## src/hdl/irq_pulse_pkg.sv

```systemverilog
package irq_pulse_pkg;

  // clock and timing figures
  localparam int CLK_MHZ = 200;
  localparam int PULSE_US = 100;
  localparam int GUARD_US = 100;
  localparam int CFG_FILT_US = 7;
  localparam int CNT_W = 15;
  localparam logic [CNT_W-1:0] PULSE_CYCLES = CNT_W'(PULSE_US * CLK_MHZ);
  localparam logic [CNT_W-1:0] GUARD_CYCLES = CNT_W'(GUARD_US * CLK_MHZ);
  localparam logic [CNT_W-1:0] CFG_FILT_CYCLES =
    CNT_W'(CFG_FILT_US * CLK_MHZ);

  // bus geometry
  localparam int ADDR_W = 8;
  localparam int DATA_W = 32;
  localparam int WAKE_W = 8;
  localparam int FAIL_W = 8;

  // register byte offsets
  localparam logic [ADDR_W-1:0] OFF_CTRL = 8'h00;
  localparam logic [ADDR_W-1:0] OFF_WAKE_EN = 8'h04;
  localparam logic [ADDR_W-1:0] OFF_WAKE_ONE = 8'h08;
  localparam logic [ADDR_W-1:0] OFF_WAKE_TWO = 8'h0c;
  localparam logic [ADDR_W-1:0] OFF_FAIL = 8'h10;
  localparam logic [ADDR_W-1:0] OFF_IRQ_STAT = 8'h14;
  localparam logic [ADDR_W-1:0] OFF_IRQ_MASK = 8'h18;
  localparam logic [ADDR_W-1:0] OFF_STATE = 8'h1c;
  localparam logic [ADDR_W-1:0] OFF_LAST = 8'h1c;

  // field positions
  localparam int CTRL_GLOBAL_BIT = 0;
  localparam int CTRL_CTO_MASK_BIT = 1;
  localparam int FAIL_CTO_BIT = 8;
  localparam int IRQ_PULSE_BIT = 0;
  localparam int IRQ_CFG_BIT = 1;
  localparam int IRQ_W = 2;

  // reset values
  localparam logic RST_GLOBAL = 1'b0;
  localparam logic RST_CTO_MASK = 1'b0;
  localparam logic [WAKE_W-1:0] RST_WAKE_EN = 8'h00;
  localparam logic [IRQ_W-1:0] RST_IRQ_MASK = 2'h0;

  // responses
  localparam logic [1:0] RESP_OKAY = 2'h0;
  localparam logic [1:0] RESP_SLVERR = 2'h2;

  typedef enum logic [2:0] {
    st_idle = 3'h1,
    st_low = 3'h2,
    st_guard = 3'h4
  } pulse_state_t;

endpackage

```

## src/hdl/irq_pulse_gen.sv

```systemverilog
// Behaviour
// active modes: low pulse, then release; the code keeps driving the pin high after the pulse instead
// keep pin high guard interval between pulses
// pulse never changes operating mode
// class bit: wake-only or global sources
// wake events count only when enabled
// timeout flag is wake; own mask wins
// global adds failures; level status never
// mode-forcing faults and power-on never interrupt
// stop entry with wake bits set pulses
// readable status refreshed at pulse fall
// events stay latched until cleared
// host rereads status after clearing
// init mode: filter pin, pick configuration
// events during pulse or guard pend
//
// The AXI4-Lite interface to the registers and the register addresses were chosen for this implementation.
module irq_pulse_gen #(
  parameter logic [irq_pulse_pkg::CNT_W-1:0] PULSE_CYCLES =
    irq_pulse_pkg::PULSE_CYCLES,
  parameter logic [irq_pulse_pkg::CNT_W-1:0] GUARD_CYCLES =
    irq_pulse_pkg::GUARD_CYCLES
) (
  input wire logic aclk,
  input wire logic aresetn,
  input wire logic ce,
  input wire logic [irq_pulse_pkg::ADDR_W-1:0] s_axi_awaddr,
  input wire logic s_axi_awvalid,
  output logic s_axi_awready,
  input wire logic [irq_pulse_pkg::DATA_W-1:0] s_axi_wdata,
  input wire logic [3:0] s_axi_wstrb,
  input wire logic s_axi_wvalid,
  output logic s_axi_wready,
  output logic [1:0] s_axi_bresp,
  output logic s_axi_bvalid,
  input wire logic s_axi_bready,
  input wire logic [irq_pulse_pkg::ADDR_W-1:0] s_axi_araddr,
  input wire logic s_axi_arvalid,
  output logic s_axi_arready,
  output logic [irq_pulse_pkg::DATA_W-1:0] s_axi_rdata,
  output logic [1:0] s_axi_rresp,
  output logic s_axi_rvalid,
  input wire logic s_axi_rready,
  input wire logic mode_normal,
  input wire logic mode_stop,
  input wire logic mode_init,
  input wire logic stop_entry,
  input wire logic [irq_pulse_pkg::WAKE_W-1:0] wake_event_one,
  input wire logic [irq_pulse_pkg::WAKE_W-1:0] wake_event_two,
  input wire logic can_timeout_flag,
  input wire logic [irq_pulse_pkg::FAIL_W-1:0] fail_event,
  input wire logic int_in,
  output logic int_out,
  output logic int_oe_n,
  output logic hw_config,
  output logic irq
);

  localparam int CW = irq_pulse_pkg::CNT_W;
  localparam int WW = irq_pulse_pkg::WAKE_W;
  localparam int FW = irq_pulse_pkg::FAIL_W;

  irq_pulse_pkg::pulse_state_t state;
  irq_pulse_pkg::pulse_state_t next_state;

  logic int_global;
  logic can_timeout_irq_mask;
  logic [WW-1:0] wake_en_one;
  logic [WW-1:0] wake_en_two;
  logic [WW-1:0] wake_status_one;
  logic [WW-1:0] wake_status_two;
  logic [FW:0] fail_status;
  logic [WW-1:0] snap_one;
  logic [WW-1:0] snap_two;
  logic [FW:0] snap_fail;
  logic [irq_pulse_pkg::IRQ_W-1:0] irq_status;
  logic [irq_pulse_pkg::IRQ_W-1:0] irq_mask;
  logic pending;
  logic cfg_level;
  logic cfg_valid;

  logic aw_full;
  logic w_full;
  logic [irq_pulse_pkg::ADDR_W-1:0] aw_addr;
  logic [irq_pulse_pkg::DATA_W-1:0] w_data;
  logic [3:0] w_strb;

  // bus decode
  wire wr_do = ce && aw_full && w_full && !s_axi_bvalid;
  wire rd_do = ce && s_axi_arvalid && s_axi_arready;
  wire wr_hit = (aw_addr <= irq_pulse_pkg::OFF_LAST);
  wire rd_hit = (s_axi_araddr <= irq_pulse_pkg::OFF_LAST);
  wire [irq_pulse_pkg::ADDR_W-1:0] wa = {aw_addr[7:2], 2'h0};
  wire [irq_pulse_pkg::ADDR_W-1:0] ra = {s_axi_araddr[7:2], 2'h0};
  wire [31:0] lane = {{8{w_strb[3]}}, {8{w_strb[2]}},
                      {8{w_strb[1]}}, {8{w_strb[0]}}};
  wire [31:0] wbits = w_data & lane;
  wire wr_ctrl = wr_do && wa == irq_pulse_pkg::OFF_CTRL && w_strb[0];
  wire wr_en = wr_do && wa == irq_pulse_pkg::OFF_WAKE_EN;
  wire wr_mask = wr_do && wa == irq_pulse_pkg::OFF_IRQ_MASK && w_strb[0];
  wire [WW-1:0] clr_one =
    (wr_do && wa == irq_pulse_pkg::OFF_WAKE_ONE) ? wbits[WW-1:0] : '0;
  wire [WW-1:0] clr_two =
    (wr_do && wa == irq_pulse_pkg::OFF_WAKE_TWO) ? wbits[WW-1:0] : '0;
  wire [FW:0] clr_fail =
    (wr_do && wa == irq_pulse_pkg::OFF_FAIL) ? wbits[FW:0] : '0;
  wire rd_irq_clr = rd_do && ra == irq_pulse_pkg::OFF_IRQ_STAT;

  assign s_axi_awready = ce && !aw_full && !s_axi_bvalid;
  assign s_axi_wready = ce && !w_full && !s_axi_bvalid;
  assign s_axi_arready = ce && !s_axi_rvalid;

  // source qualification
  wire active = mode_normal || mode_stop;
  // enabled wake only
  wire wake_q = |(wake_event_one & wake_en_one) ||
                |(wake_event_two & wake_en_two);
  // own mask, class ignored
  wire cto_q = can_timeout_flag && !can_timeout_irq_mask;
  // failures only in global class
  // mode-forcing faults have no path here
  wire fail_q = int_global && |fail_event;
  // stop entry with wake bits left
  wire stop_q = stop_entry && (|wake_status_one || |wake_status_two);
  wire qual = active && (wake_q || cto_q || fail_q || stop_q);

  // pulse and guard sequencing
  wire tmr_done;
  wire tmr_busy;
  wire in_low = (state == irq_pulse_pkg::st_low);
  wire in_guard = (state == irq_pulse_pkg::st_guard);
  wire in_idle = (state == irq_pulse_pkg::st_idle);
  // one more pulse after guard
  wire launch = active && pending &&
                (in_idle || (in_guard && tmr_done));
  wire tmr_start = launch || (in_low && tmr_done);
  wire [CW-1:0] tmr_len = in_low ? GUARD_CYCLES : PULSE_CYCLES;

  span_timer #(
    .WIDTH(CW)
  ) pulse_tmr (
    .aclk(aclk),
    .aresetn(aresetn),
    .ce(ce),
    .start(tmr_start),
    .len(tmr_len),
    .busy(tmr_busy),
    .done(tmr_done)
  );

  always_comb
  begin
    next_state = state;
    unique case (state)
      irq_pulse_pkg::st_idle:
        if (launch)
          next_state = irq_pulse_pkg::st_low;
      irq_pulse_pkg::st_low:
        // guard follows every pulse
        if (tmr_done)
          next_state = irq_pulse_pkg::st_guard;
      irq_pulse_pkg::st_guard:
        if (launch)
          next_state = irq_pulse_pkg::st_low;
        else if (tmr_done)
          next_state = irq_pulse_pkg::st_idle;
      default:
        next_state = irq_pulse_pkg::st_idle;
    endcase
  end

  always_ff @(posedge aclk)
  begin
    if (!aresetn)
      state <= irq_pulse_pkg::st_idle;
    else if (ce)
      state <= next_state;
  end

  // new events win over launch
  wire next_pending = qual || (pending && !launch && active);

  always_ff @(posedge aclk)
  begin
    if (!aresetn)
      pending <= 1'b0;
    else if (ce)
      pending <= next_pending;
  end

  // low pulse drive
  // no mode output exists; pin only
  assign int_out = !in_low;
  // pin released for sampling in init
  assign int_oe_n = mode_init;

  // sticky latches, set wins over clear
  always_ff @(posedge aclk)
  begin
    if (!aresetn)
    begin
      wake_status_one <= '0;
      wake_status_two <= '0;
      fail_status <= '0;
    end
    else if (ce)
    begin
      wake_status_one <= wake_event_one | (wake_status_one & ~clr_one);
      wake_status_two <= wake_event_two | (wake_status_two & ~clr_two);
      fail_status <= {can_timeout_flag, fail_event} |
                     (fail_status & ~clr_fail);
    end
  end

  // readable copies refresh at pulse fall
  always_ff @(posedge aclk)
  begin
    if (!aresetn)
    begin
      snap_one <= '0;
      snap_two <= '0;
      snap_fail <= '0;
    end
    else if (ce)
    begin
      if (launch)
      begin
        snap_one <= wake_status_one & ~clr_one;
        snap_two <= wake_status_two & ~clr_two;
        snap_fail <= fail_status & ~clr_fail;
      end
      else
      begin
        snap_one <= snap_one & ~clr_one;
        snap_two <= snap_two & ~clr_two;
        snap_fail <= snap_fail & ~clr_fail;
      end
    end
  end

  // configuration pin filter
  wire filt_done;
  wire filt_busy;
  wire cfg_change = (int_in != cfg_level);
  // restart filter on any pin change
  wire filt_start = mode_init && (cfg_change || (!cfg_valid && !filt_busy));
  wire cfg_take = mode_init && filt_done && !cfg_change;

  span_timer #(
    .WIDTH(CW)
  ) cfg_tmr (
    .aclk(aclk),
    .aresetn(aresetn),
    .ce(ce),
    .start(filt_start),
    .len(irq_pulse_pkg::CFG_FILT_CYCLES),
    .busy(filt_busy),
    .done(filt_done)
  );

  always_ff @(posedge aclk)
  begin
    if (!aresetn)
    begin
      cfg_level <= 1'b0;
      cfg_valid <= 1'b0;
      hw_config <= 1'b0;
    end
    else if (ce)
    begin
      cfg_level <= int_in;
      if (cfg_change)
        cfg_valid <= 1'b0;
      else if (cfg_take)
      begin
        cfg_valid <= 1'b1;
        hw_config <= cfg_level;
      end
    end
  end

  // software interrupt, cleared by reading
  wire [irq_pulse_pkg::IRQ_W-1:0] irq_set = {cfg_take, launch};
  wire [irq_pulse_pkg::IRQ_W-1:0] next_irq_status =
    irq_set | (irq_status & ~{irq_pulse_pkg::IRQ_W{rd_irq_clr}});
  assign irq = |(irq_status & irq_mask);

  // control registers
  always_ff @(posedge aclk)
  begin
    if (!aresetn)
    begin
      int_global <= irq_pulse_pkg::RST_GLOBAL;
      can_timeout_irq_mask <= irq_pulse_pkg::RST_CTO_MASK;
      wake_en_one <= irq_pulse_pkg::RST_WAKE_EN;
      wake_en_two <= irq_pulse_pkg::RST_WAKE_EN;
      irq_mask <= irq_pulse_pkg::RST_IRQ_MASK;
      irq_status <= '0;
    end
    else if (ce)
    begin
      irq_status <= next_irq_status;
      if (wr_ctrl)
      begin
        int_global <= w_data[irq_pulse_pkg::CTRL_GLOBAL_BIT];
        can_timeout_irq_mask <= w_data[irq_pulse_pkg::CTRL_CTO_MASK_BIT];
      end
      if (wr_en && w_strb[0])
        wake_en_one <= w_data[7:0];
      if (wr_en && w_strb[1])
        wake_en_two <= w_data[15:8];
      if (wr_mask)
        irq_mask <= w_data[irq_pulse_pkg::IRQ_W-1:0];
    end
  end

  // read mux
  wire [31:0] rd_val =
    (ra == irq_pulse_pkg::OFF_CTRL) ?
      {30'h0, can_timeout_irq_mask, int_global} :
    (ra == irq_pulse_pkg::OFF_WAKE_EN) ?
      {16'h0, wake_en_two, wake_en_one} :
    (ra == irq_pulse_pkg::OFF_WAKE_ONE) ? {24'h0, snap_one} :
    (ra == irq_pulse_pkg::OFF_WAKE_TWO) ? {24'h0, snap_two} :
    (ra == irq_pulse_pkg::OFF_FAIL) ? {23'h0, snap_fail} :
    (ra == irq_pulse_pkg::OFF_IRQ_STAT) ? {30'h0, irq_status} :
    (ra == irq_pulse_pkg::OFF_IRQ_MASK) ? {30'h0, irq_mask} :
    {27'h0, hw_config, pending, state};

  // write and read channels
  always_ff @(posedge aclk)
  begin
    if (!aresetn)
    begin
      aw_full <= 1'b0;
      w_full <= 1'b0;
      aw_addr <= '0;
      w_data <= '0;
      w_strb <= '0;
      s_axi_bvalid <= 1'b0;
      s_axi_bresp <= irq_pulse_pkg::RESP_OKAY;
      s_axi_rvalid <= 1'b0;
      s_axi_rresp <= irq_pulse_pkg::RESP_OKAY;
      s_axi_rdata <= '0;
    end
    else if (ce)
    begin
      if (s_axi_awvalid && s_axi_awready)
      begin
        aw_full <= 1'b1;
        aw_addr <= s_axi_awaddr;
      end
      if (s_axi_wvalid && s_axi_wready)
      begin
        w_full <= 1'b1;
        w_data <= s_axi_wdata;
        w_strb <= s_axi_wstrb;
      end
      if (wr_do)
      begin
        aw_full <= 1'b0;
        w_full <= 1'b0;
        s_axi_bvalid <= 1'b1;
        s_axi_bresp <= wr_hit ? irq_pulse_pkg::RESP_OKAY :
                                irq_pulse_pkg::RESP_SLVERR;
      end
      else if (s_axi_bready)
        s_axi_bvalid <= 1'b0;
      if (rd_do)
      begin
        s_axi_rvalid <= 1'b1;
        s_axi_rdata <= rd_hit ? rd_val : '0;
        s_axi_rresp <= rd_hit ? irq_pulse_pkg::RESP_OKAY :
                                irq_pulse_pkg::RESP_SLVERR;
      end
      else if (s_axi_rready)
        s_axi_rvalid <= 1'b0;
    end
  end

  // checking helpers: cycles spent in the current phase
  logic [CW-1:0] low_len;
  logic [CW-1:0] guard_len;

  always_ff @(posedge aclk)
  begin
    if (!aresetn)
    begin
      low_len <= '0;
      guard_len <= '0;
    end
    else if (ce)
    begin
      low_len <= in_low ? low_len + CW'(1) : '0;
      guard_len <= in_guard ? guard_len + CW'(1) : '0;
    end
  end
endmodule // irq_pulse_gen

```

## src/hdl/span_timer.sv

```systemverilog
module span_timer #(
  parameter int WIDTH = 15
) (
  input wire logic aclk,
  input wire logic aresetn,
  input wire logic ce,
  input wire logic start,
  input wire logic [WIDTH-1:0] len,
  output logic busy,
  output logic done
);

  logic [WIDTH-1:0] count;

  // done marks the last cycle of a span of len enabled cycles
  assign done = busy && (count == '0);

  always_ff @(posedge aclk)
  begin
    if (!aresetn)
    begin
      count <= '0;
      busy <= 1'b0;
    end
    else if (ce)
    begin
      if (start)
      begin
        count <= len - WIDTH'(1);
        busy <= 1'b1;
      end
      else if (done)
        busy <= 1'b0;
      else if (busy)
        count <= count - WIDTH'(1);
    end
  end

endmodule // span_timer

```

## config.mk

```make
export PLATFORM = sky130hd
export DESIGN_NAME = irq_pulse_gen
export DESIGN_NICKNAME = d
export VERILOG_FILES = /design/src/hdl/irq_pulse_pkg.sv /design/src/hdl/irq_pulse_gen.sv /design/src/hdl/span_timer.sv
export SDC_FILE = /design/constraint.sdc
export NUM_CORES = 1
export LEC_CHECK = 0
export ABC_AREA = 1
export ABC_CLOCK_PERIOD_IN_PS = 1900
export BUFFER_PORTS_ARGS = -buffer_cell sky130_fd_sc_hd__buf_2
export CAP_MARGIN = 20
export CORE_AREA = 4 4 126 128
export CTS_CLUSTER_DIAMETER = 60
export CTS_CLUSTER_SIZE = 30
export DETAILED_ROUTE_END_ITERATION = 8
export DIE_AREA = 0 0 130 132
export HOLD_SLACK_MARGIN = 0.08
export PLACE_DENSITY = 0.8
export SLEW_MARGIN = 20
export SYNTH_ARGS = -nofsm -noshare
export SYNTH_HDL_FRONTEND = slang
export SYNTH_SLANG_ARGS = --single-unit
export TNS_END_PERCENT = 100
```

## constraint.sdc

```tcl
create_clock -name aclk -period 1.9 [get_ports aclk]
set_input_delay 0.19 -clock aclk [delete_from_list [all_inputs] [get_ports aclk]]
set_output_delay 0.19 -clock aclk [all_outputs]
set_load 0.01 [all_outputs]
```

==> results of run 1 <==
## routing by layer
metal	wire, µm	vias to the layer above	global-route usage, %
li1	-	4060	-
met1	9569	3752	35.27
met2	10760	379	42.61
met3	1874	76	5.875
met4	983	0	12.88
met5	0	-	0
## final cells by class
cell class,count,share of cell area [%]
Clock inverter,10,1.638
Tap cell,188,2.406
Sequential cell,159,32.55
Clock buffer,21,4.811
Inverter,90,3.493
Multi-Input combinational cell,838,42.64
Timing Repair Buffer,176,12.46
## repair_timing
action                     4_1_cts  5_1_grt
setup buffers                    0        1
hold endpoints to repair        37        0
hold buffers                    37        0
setup endpoints to repair        0       21
resized for setup                0        5
## cells by family after synthesis
group           Yosys count  share of synthesized area, %
flops                   159                         39.84
fa+ha+maj                 4                        0.6265
compound gates          291                         19.98
xor+xnor                 21                         2.302
buf+inv                 159                         9.021
simple gates            504                         28.18
other cells               1                       0.04694
## path summary, 6_finish.rpt
| kind | cells past startpoint | to |
|---|---|---|
| max | 11 | pulse_tmr.count[13] |
| min reg2reg | 2 | fail_status[2] |
| min | 3 | wake_status_one[0] |
| max reg2reg | 11 | pulse_tmr.count[13] |
## critical path, cell delays in order, from the launching register on
cell and delay (ps):
dfxtp_1 330, nor2_2 190, nand2_2 100, nor3_4 140, nand2_2 110, nor2_2 130
nand2_1 120, nand2_4 130, nand2_8 130, nand2_8 120, nand2_1 50, a21oi_1 140
## state kept, by name, indices dropped and copies added, names as in the netlist, 9 cells and up
name	flops
s_axi_rdata	16
w_data	16
pulse_tmr.count	15
cfg_tmr.count	15
fail_status	9
snap_fail	9
## through the flow
step                      power (mW)  instance area (µm²)  instances  setup WS (ps)
after detailed placement       5.275                 8735       1413          75.47
after global routing           9.383                 9778       1482         -10.93
after floorplan                4.877                 8053       1156          330.5
after CTS                      8.957                 9736       1481          46.79
final                          9.001                 9778       1482          122.5
after global placement         5.236                 8735       1413          147.3
## cells in the final DEF, fill, tap and decap left out, types with 5 or more instances in the layout
cell type,synthesis,routed
nor2_2,10,11
clkbuf_16,0,17
conb_1,1,18
inv_1,82,82
buf_4,22,37
nand2_2,5,5
xor2_1,16,16
nor2_1,141,140
o211ai_1,6,6
buf_2,8,98
o21ai_0,113,113
nand2_1,216,216
nand4_1,14,14
dfxtp_1,159,159
inv_2,6,6
nand3_1,74,74
a21oi_1,108,108
a21boi_0,10,10
o21ai_1,5,5
xnor2_1,5,5
a31oi_1,28,28
nor3_1,16,16
nor4_1,5,5
dlygate4sd3_1,0,37
## power by group through the flow
stage	clock network (mW)	registers [mW]	logic, mW
6_report	3.67	3.70	1.63
5_1_grt	3.83	3.72	1.84
4_1_cts	3.68	3.69	1.59
3_5_place_dp	0	3.76	1.51
3_3_place_gp	0	3.75	1.48
2_1_floorplan	0	3.72	1.16
## Yosys cell counts (3+ instances only)
master,instances,area [µm²]
xnor2_1,5,43.79
a21boi_0,10,75.07
o21ai_0,113,565.5
xor2_1,16,140.1
nor3_1,16,80.08
buf_4,22,165.2
a21oi_2,4,35.03
nor2_4,3,33.78
buf_6,4,45.04
inv_2,6,22.52
nand3_1,74,370.4
nand2_2,5,31.28
inv_1,82,307.8
a31oi_1,28,175.2
nor2_1,141,529.3
nor4_1,5,31.28
o211ai_1,6,45.04
o21ai_1,5,25.02
dfxtp_1,159,3183
nor2_2,10,62.56
a22oi_1,3,22.52
nand2_1,216,810.8
a22o_1,4,35.03
nand2_4,4,45.04
a211oi_1,4,30.03
nand4_1,14,87.58
a21oi_1,108,540.5
clkbuf_1,35,131.4
buf_2,8,40.04
ha_1,4,50.05
==> results.yml, run 1 <==
outcome:
  status: "completed"
routing:
  drt-initial-drc-count: 912
  ant_nets: 0
  viasPerCell: 5.578
  vias: 8267
  drt_wl_total_um: 23190
  wl_per_cell_um: 15.65
  dr.pass1.iters: 5
  post-route-drc-count: 0
global_routing:
  grt_pass1_wl_um: 37320
  grt_overflow: 0
  grt_max_degree: 47
  antenna_found_initial: 0
  grt_pass1_vias: 7645
  gr-usage-all-layers_pct: 27.12
timing:
  slew_violations: 0
  finalCriticalPeriod_ps: 1778
  fin_skew_ps: 8.569
  hold_violations: 0
  worstMarginPinSlew_ps: 509.1
  setup_tns_ps: 0
  post-route-period-util_pct: 93.56
  max_freq_mhz: 562.6
  slew_headroom_pct: 66.06
  holdWs_ps: 93.39
  setup_viol: 0
power_and_ir_drop:
  switching_share_pct: 28.16
  p_int_mw: 6.466
  seqPwrFrac_pct: 41.1
  irDropWorstVdd_v: 0.0006452
  p_comb_share_pct: 18.2
  p_sw_mw: 2.535
  leakagePower_nw: 4.161
  p_per_area_nw_per_um2: 920.5
  power.share.clock_pct: 40.8
cts:
  numCtsBuffers: 17
  htree_levels: 4
  clockRootBuffer: "clkbuf_16"
  cts.sinks: 159
  clock_path_buffers: 2
  clkLatencyLatePin_ps: 430
  cts_tree: "built"
  path_clk_slew_ps: 60
die:
  die_h_um: 132
  pin_count: 135
  dieArea_um2: 17160
  initial_core_util_pct: 53.75
  num_rows: 45
  core_area_um2: 14860
  fp.dieW_um: 130
setup_path:
  worstPathMaxFanout: 17
  r2r_slack_ps: 120
  reg2reg_from: "pulse_tmr.count[10]"
  critical_path_arrival_ps: 2130
  startpoint_type: "flip-flop"
  cp-startpoint: "pulse_tmr.count[10]"
  end_kind: "flip-flop"
  required_ps: 2260
  crit_type: "reg -> reg"
logic_synthesis:
  ys_types: 50
  synthArstFlopShare_pct: 0
  ys_seq_area_share_pct: 39.84
  synthCells: 1139
  yosysWarnings: 0
  avgSynthCellArea_um2: 7.014
  synth-edff-count: 0
  syn_area_um2: 7989
  synth-seq-cells: 159
  synthFlopType: "dfxtp_1"
layout:
  area_growth_pct: 22.40
  fin_util_pct: 65.78
  regArea_um2: 3183
  fin_nets: 1376
  multi_input_area_um2: 4169
  layout-drive-gt1-share_pct: 16.62
  antenna_cells: 0
  fillers: 1270
hold_path:
  hp-class: "in -> reg"
  hold_start: "wake_event_one[0]"
placement:
  io_buffer_count: 98
  place_hpwl_um: 16450
  routabilityCongestion: 0.9234
run:
  cap_viol_max_count: 0
(Power assumes the default switching activity.)
==> inputs of run 2 (changes only) <==
Settings changed: ABC_AREA 1 to default, CORE_AREA 4 4 126 128 to 4 4 128 130, DIE_AREA 0 0 130 132 to 0 0 132 134, PLACE_DENSITY 0.8 to 0.75.
==> run 2 against run 1 <==
Effect of this change: the run now ends with negative setup slack left; synthesized cell count fell by 23%; first-iteration DRC count fell by 3.3%; maximum frequency fell by 8.2%; critical endpoint is now pulse_tmr.count[6]; non-clock buffer count rose by 57; global-route usage fell by 1.4 points; register-to-register slack got worse by 160 ps; synthesized area fell by 5.3%; clock power fell by 5.4%; total power fell by 7.9%; flip-flop and latch count did not move; highest routed layer unchanged; die area rose by 3.1%.
==> results.yml, run 2 <==
routing:
  wl_per_cell_um: 18.13
  drt_wl_total_um: 23220
  dr_wl_met3_um: 2008
  ant_nets: 0
  dr.pass1.iters: 6
  top_layer_used: "met4"
  vias: 7654
  wl_met2_um: 10940
  viasPerCell: 5.975
  wl_met1_um: 9486
  post-route-drc-count: 0
  drt-initial-drc-count: 882
power_and_ir_drop:
  p_sw_mw: 2.465
  leakagePower_nw: 4.073
  total_power_mw: 8.292
  seqPwrFrac_pct: 43.3
  switching_share_pct: 29.73
  p_comb_share_pct: 14.9
  p_per_area_nw_per_um2: 831.2
  power.share.clock_pct: 41.9
  irDropWorstVdd_v: 0.0006459
  p_int_mw: 5.826
setup_path:
  crit_path_cell_trace: "inv_4, ha_4, nor4b_4, and4_2, or4_1, a211o_1, a21oi_2"
  required_ps: 2280
  critical_path_arrival_ps: 2310
  startpoint_type: "flip-flop"
  worstPathMaxFanout: 4
  cpPeakStageDelay_ps: 500
  end_kind: "flip-flop"
  slowest_stage: "or4_1"
  rr_worst_depth: 7
  crit_type: "reg -> reg"
layout:
  fillers: 1248
  layout.cells.non_filler: 1281
  area_growth_pct: 31.89
  regArea_um2: 3193
  fin_nets: 1173
  final_common_cell: "dfxtp_1"
  multi_input_area_um2: 4179
  largestRegisters: "s_axi_rdata: 16 flops, w_data: 16 flops"
  layout_common_cells: "dfxtp_1, nand2_1, buf_2"
  layout-drive-gt1-share_pct: 24.08
timing:
  hold_violations: 0
  holdWs_ps: 85.74
  slew_violations: 0
  rsz0062_at_grt: "yes"
  setup_tns_ps: -102.3
  worstMarginPinSlew_ps: 708.5
  post-route-period-util_pct: 101.9
  fin_skew_ps: 9.446
  setup_ws_ps: -35.99
  finalCriticalPeriod_ps: 1936
  setup_viol: 6
  max_freq_mhz: 516.5
  slew_headroom_pct: 52.76
global_routing:
  grt_pass1_wl_um: 37000
  grt_pass1_vias: 7159
  grt_max_degree: 82
  antenna_found_initial: 0
  grt_overflow: 0
  gr-usage-all-layers_pct: 25.68
placement:
  place_hpwl_um: 16080
  preCtsSetupSlack_ps: -73.19
  io_buffer_count: 98
  dpl.cell_count: 1185
  routabilityCongestion: 0.9406
logic_synthesis:
  synthCells: 882
  synth.most_common_cell: "dfxtp_1"
  synthTopCellsByArea: "dfxtp_1, nand2_1, nor2_1"
  synthArstFlopShare_pct: 0
  yosysWarnings: 0
  synth.top_cells.by_count: "dfxtp_1, nand2_1, nor2_1"
  ys_seq_area_share_pct: 42.08
  avgSynthCellArea_um2: 8.575
  syn_area_um2: 7564
  synth-edff-count: 0
  ys_types: 80
  synthFlopType: "dfxtp_1"
  yosysTopAreaCell: "dfxtp_1"
  synth_top_area_share_pct: 42.08
  synth-seq-cells: 159
cts:
  clock_path_buffers: 2
  cts_tree: "built"
  path_clk_slew_ps: 70
  cts.sinks: 159
  htree_levels: 4
  numCtsBuffers: 17
  clkLatencyLatePin_ps: 440
  clockRootBuffer: "clkbuf_16"
die:
  num_rows: 45
  die_h_um: 134
  dieArea_um2: 17690
  initial_core_util_pct: 49.94
  core_area_um2: 15150
  pin_count: 135
  fp.dieW_um: 132
outcome:
  status: "finished with violations"
  violations: "negative setup slack"
hold_path:
  hp-class: "in -> reg"
  min_path_cells: 3
run:
  cap_viol_max_count: 0
## run 2: cell count changes in the layout (fill, tap and decap cells not counted), moves of 15 or more
cell and change:
a21boi_1 +17, a21oi_1 -52, a22oi_1 +32, a31oi_1 -25, buf_4 +36, dlygate4sd3_1 +18
inv_1 -77, mux2i_1 +28, nand2_1 -106, nand3_1 -53, nand4_1 +15, nor2_1 -53
o211ai_1 +24, o21ai_0 -99
## run 2: area by class of cell
type / instances / area share [%]
clock buffer: 17 / 4.264
inverter: 10 / 0.4139
tap: 188 / 2.358
multi-input combinational: 658 / 41.89
timing repair buffer: 233 / 17.21
sequential: 159 / 32.01
clock inverter: 15 / 1.831
antenna: 1 / 0.02508
## run 2: critical path: cells and delay by family, from the launching register on
| kind | cells | cell delay (ps) |
|---|---|---|
| buf+inv | 1 | 40 |
| compound gates | 2 | 430 |
| flops | 1 | 350 |
| fa+ha+maj | 1 | 150 |
| simple gates | 3 | 910 |
## run 2: power by group through the flow
stage	sequential [mW]	clock (mW)	combinational, mW
6_report	3.59	3.47	1.23
5_1_grt	3.60	3.63	1.34
4_1_cts	3.57	3.49	1.15
3_5_place_dp	3.65	0	1.05
3_3_place_gp	3.65	0	1.03
2_1_floorplan	3.62	0	0.675
## run 2: logic make-up (layout without fill, tap and decap cells)
family                     count (synthesis)  after routing  share of synthesized area, %
adders and majority gates                  4              4                        0.6617
AOI/OAI and AO/OA                        224            224                         20.99
buffers and inverters                     82            275                         5.211
other                                      1             19                       0.04958
muxes                                     32             32                         4.285
and+or+nand+nor                          365            365                         24.98
xor gates and xnor gates                  15             15                         1.737
DFF                                      159            159                         42.08
## run 2: routing by layer
layer | vias up | track usage [%]
li1 | 3613 | -
met1 | 3581 | 33.40
met2 | 376 | 42.53
met3 | 84 | 4.614
met4 | 0 | 10.15
met5 | - | 0
## run 2: through the flow
stage,cell area (µm²),util [%]
floorplan,7657,-
global placement,8612,56.86
detailed placement,8612,56.86
CTS,9792,64.65
global route,9973,65.85
finish,9976,65.87
## run 2: final timing paths
path                       from            endpoint  slack [ps]
max          pulse_tmr.count[1]  pulse_tmr.count[6]         -40
min                   mode_init    cfg_tmr.count[1]          90
max reg2reg  pulse_tmr.count[1]  pulse_tmr.count[6]         -40
min reg2reg          w_data[10]          w_data[10]         460
## run 2: what timing repair did
action,4_1_cts,5_1_grt
setup buffers,0,7
hold endpoints to repair,55,0
gates resized for setup,6,27
hold buffers,55,0
gates cloned,0,1
pin swaps,17,26
setup endpoints to repair,38,56
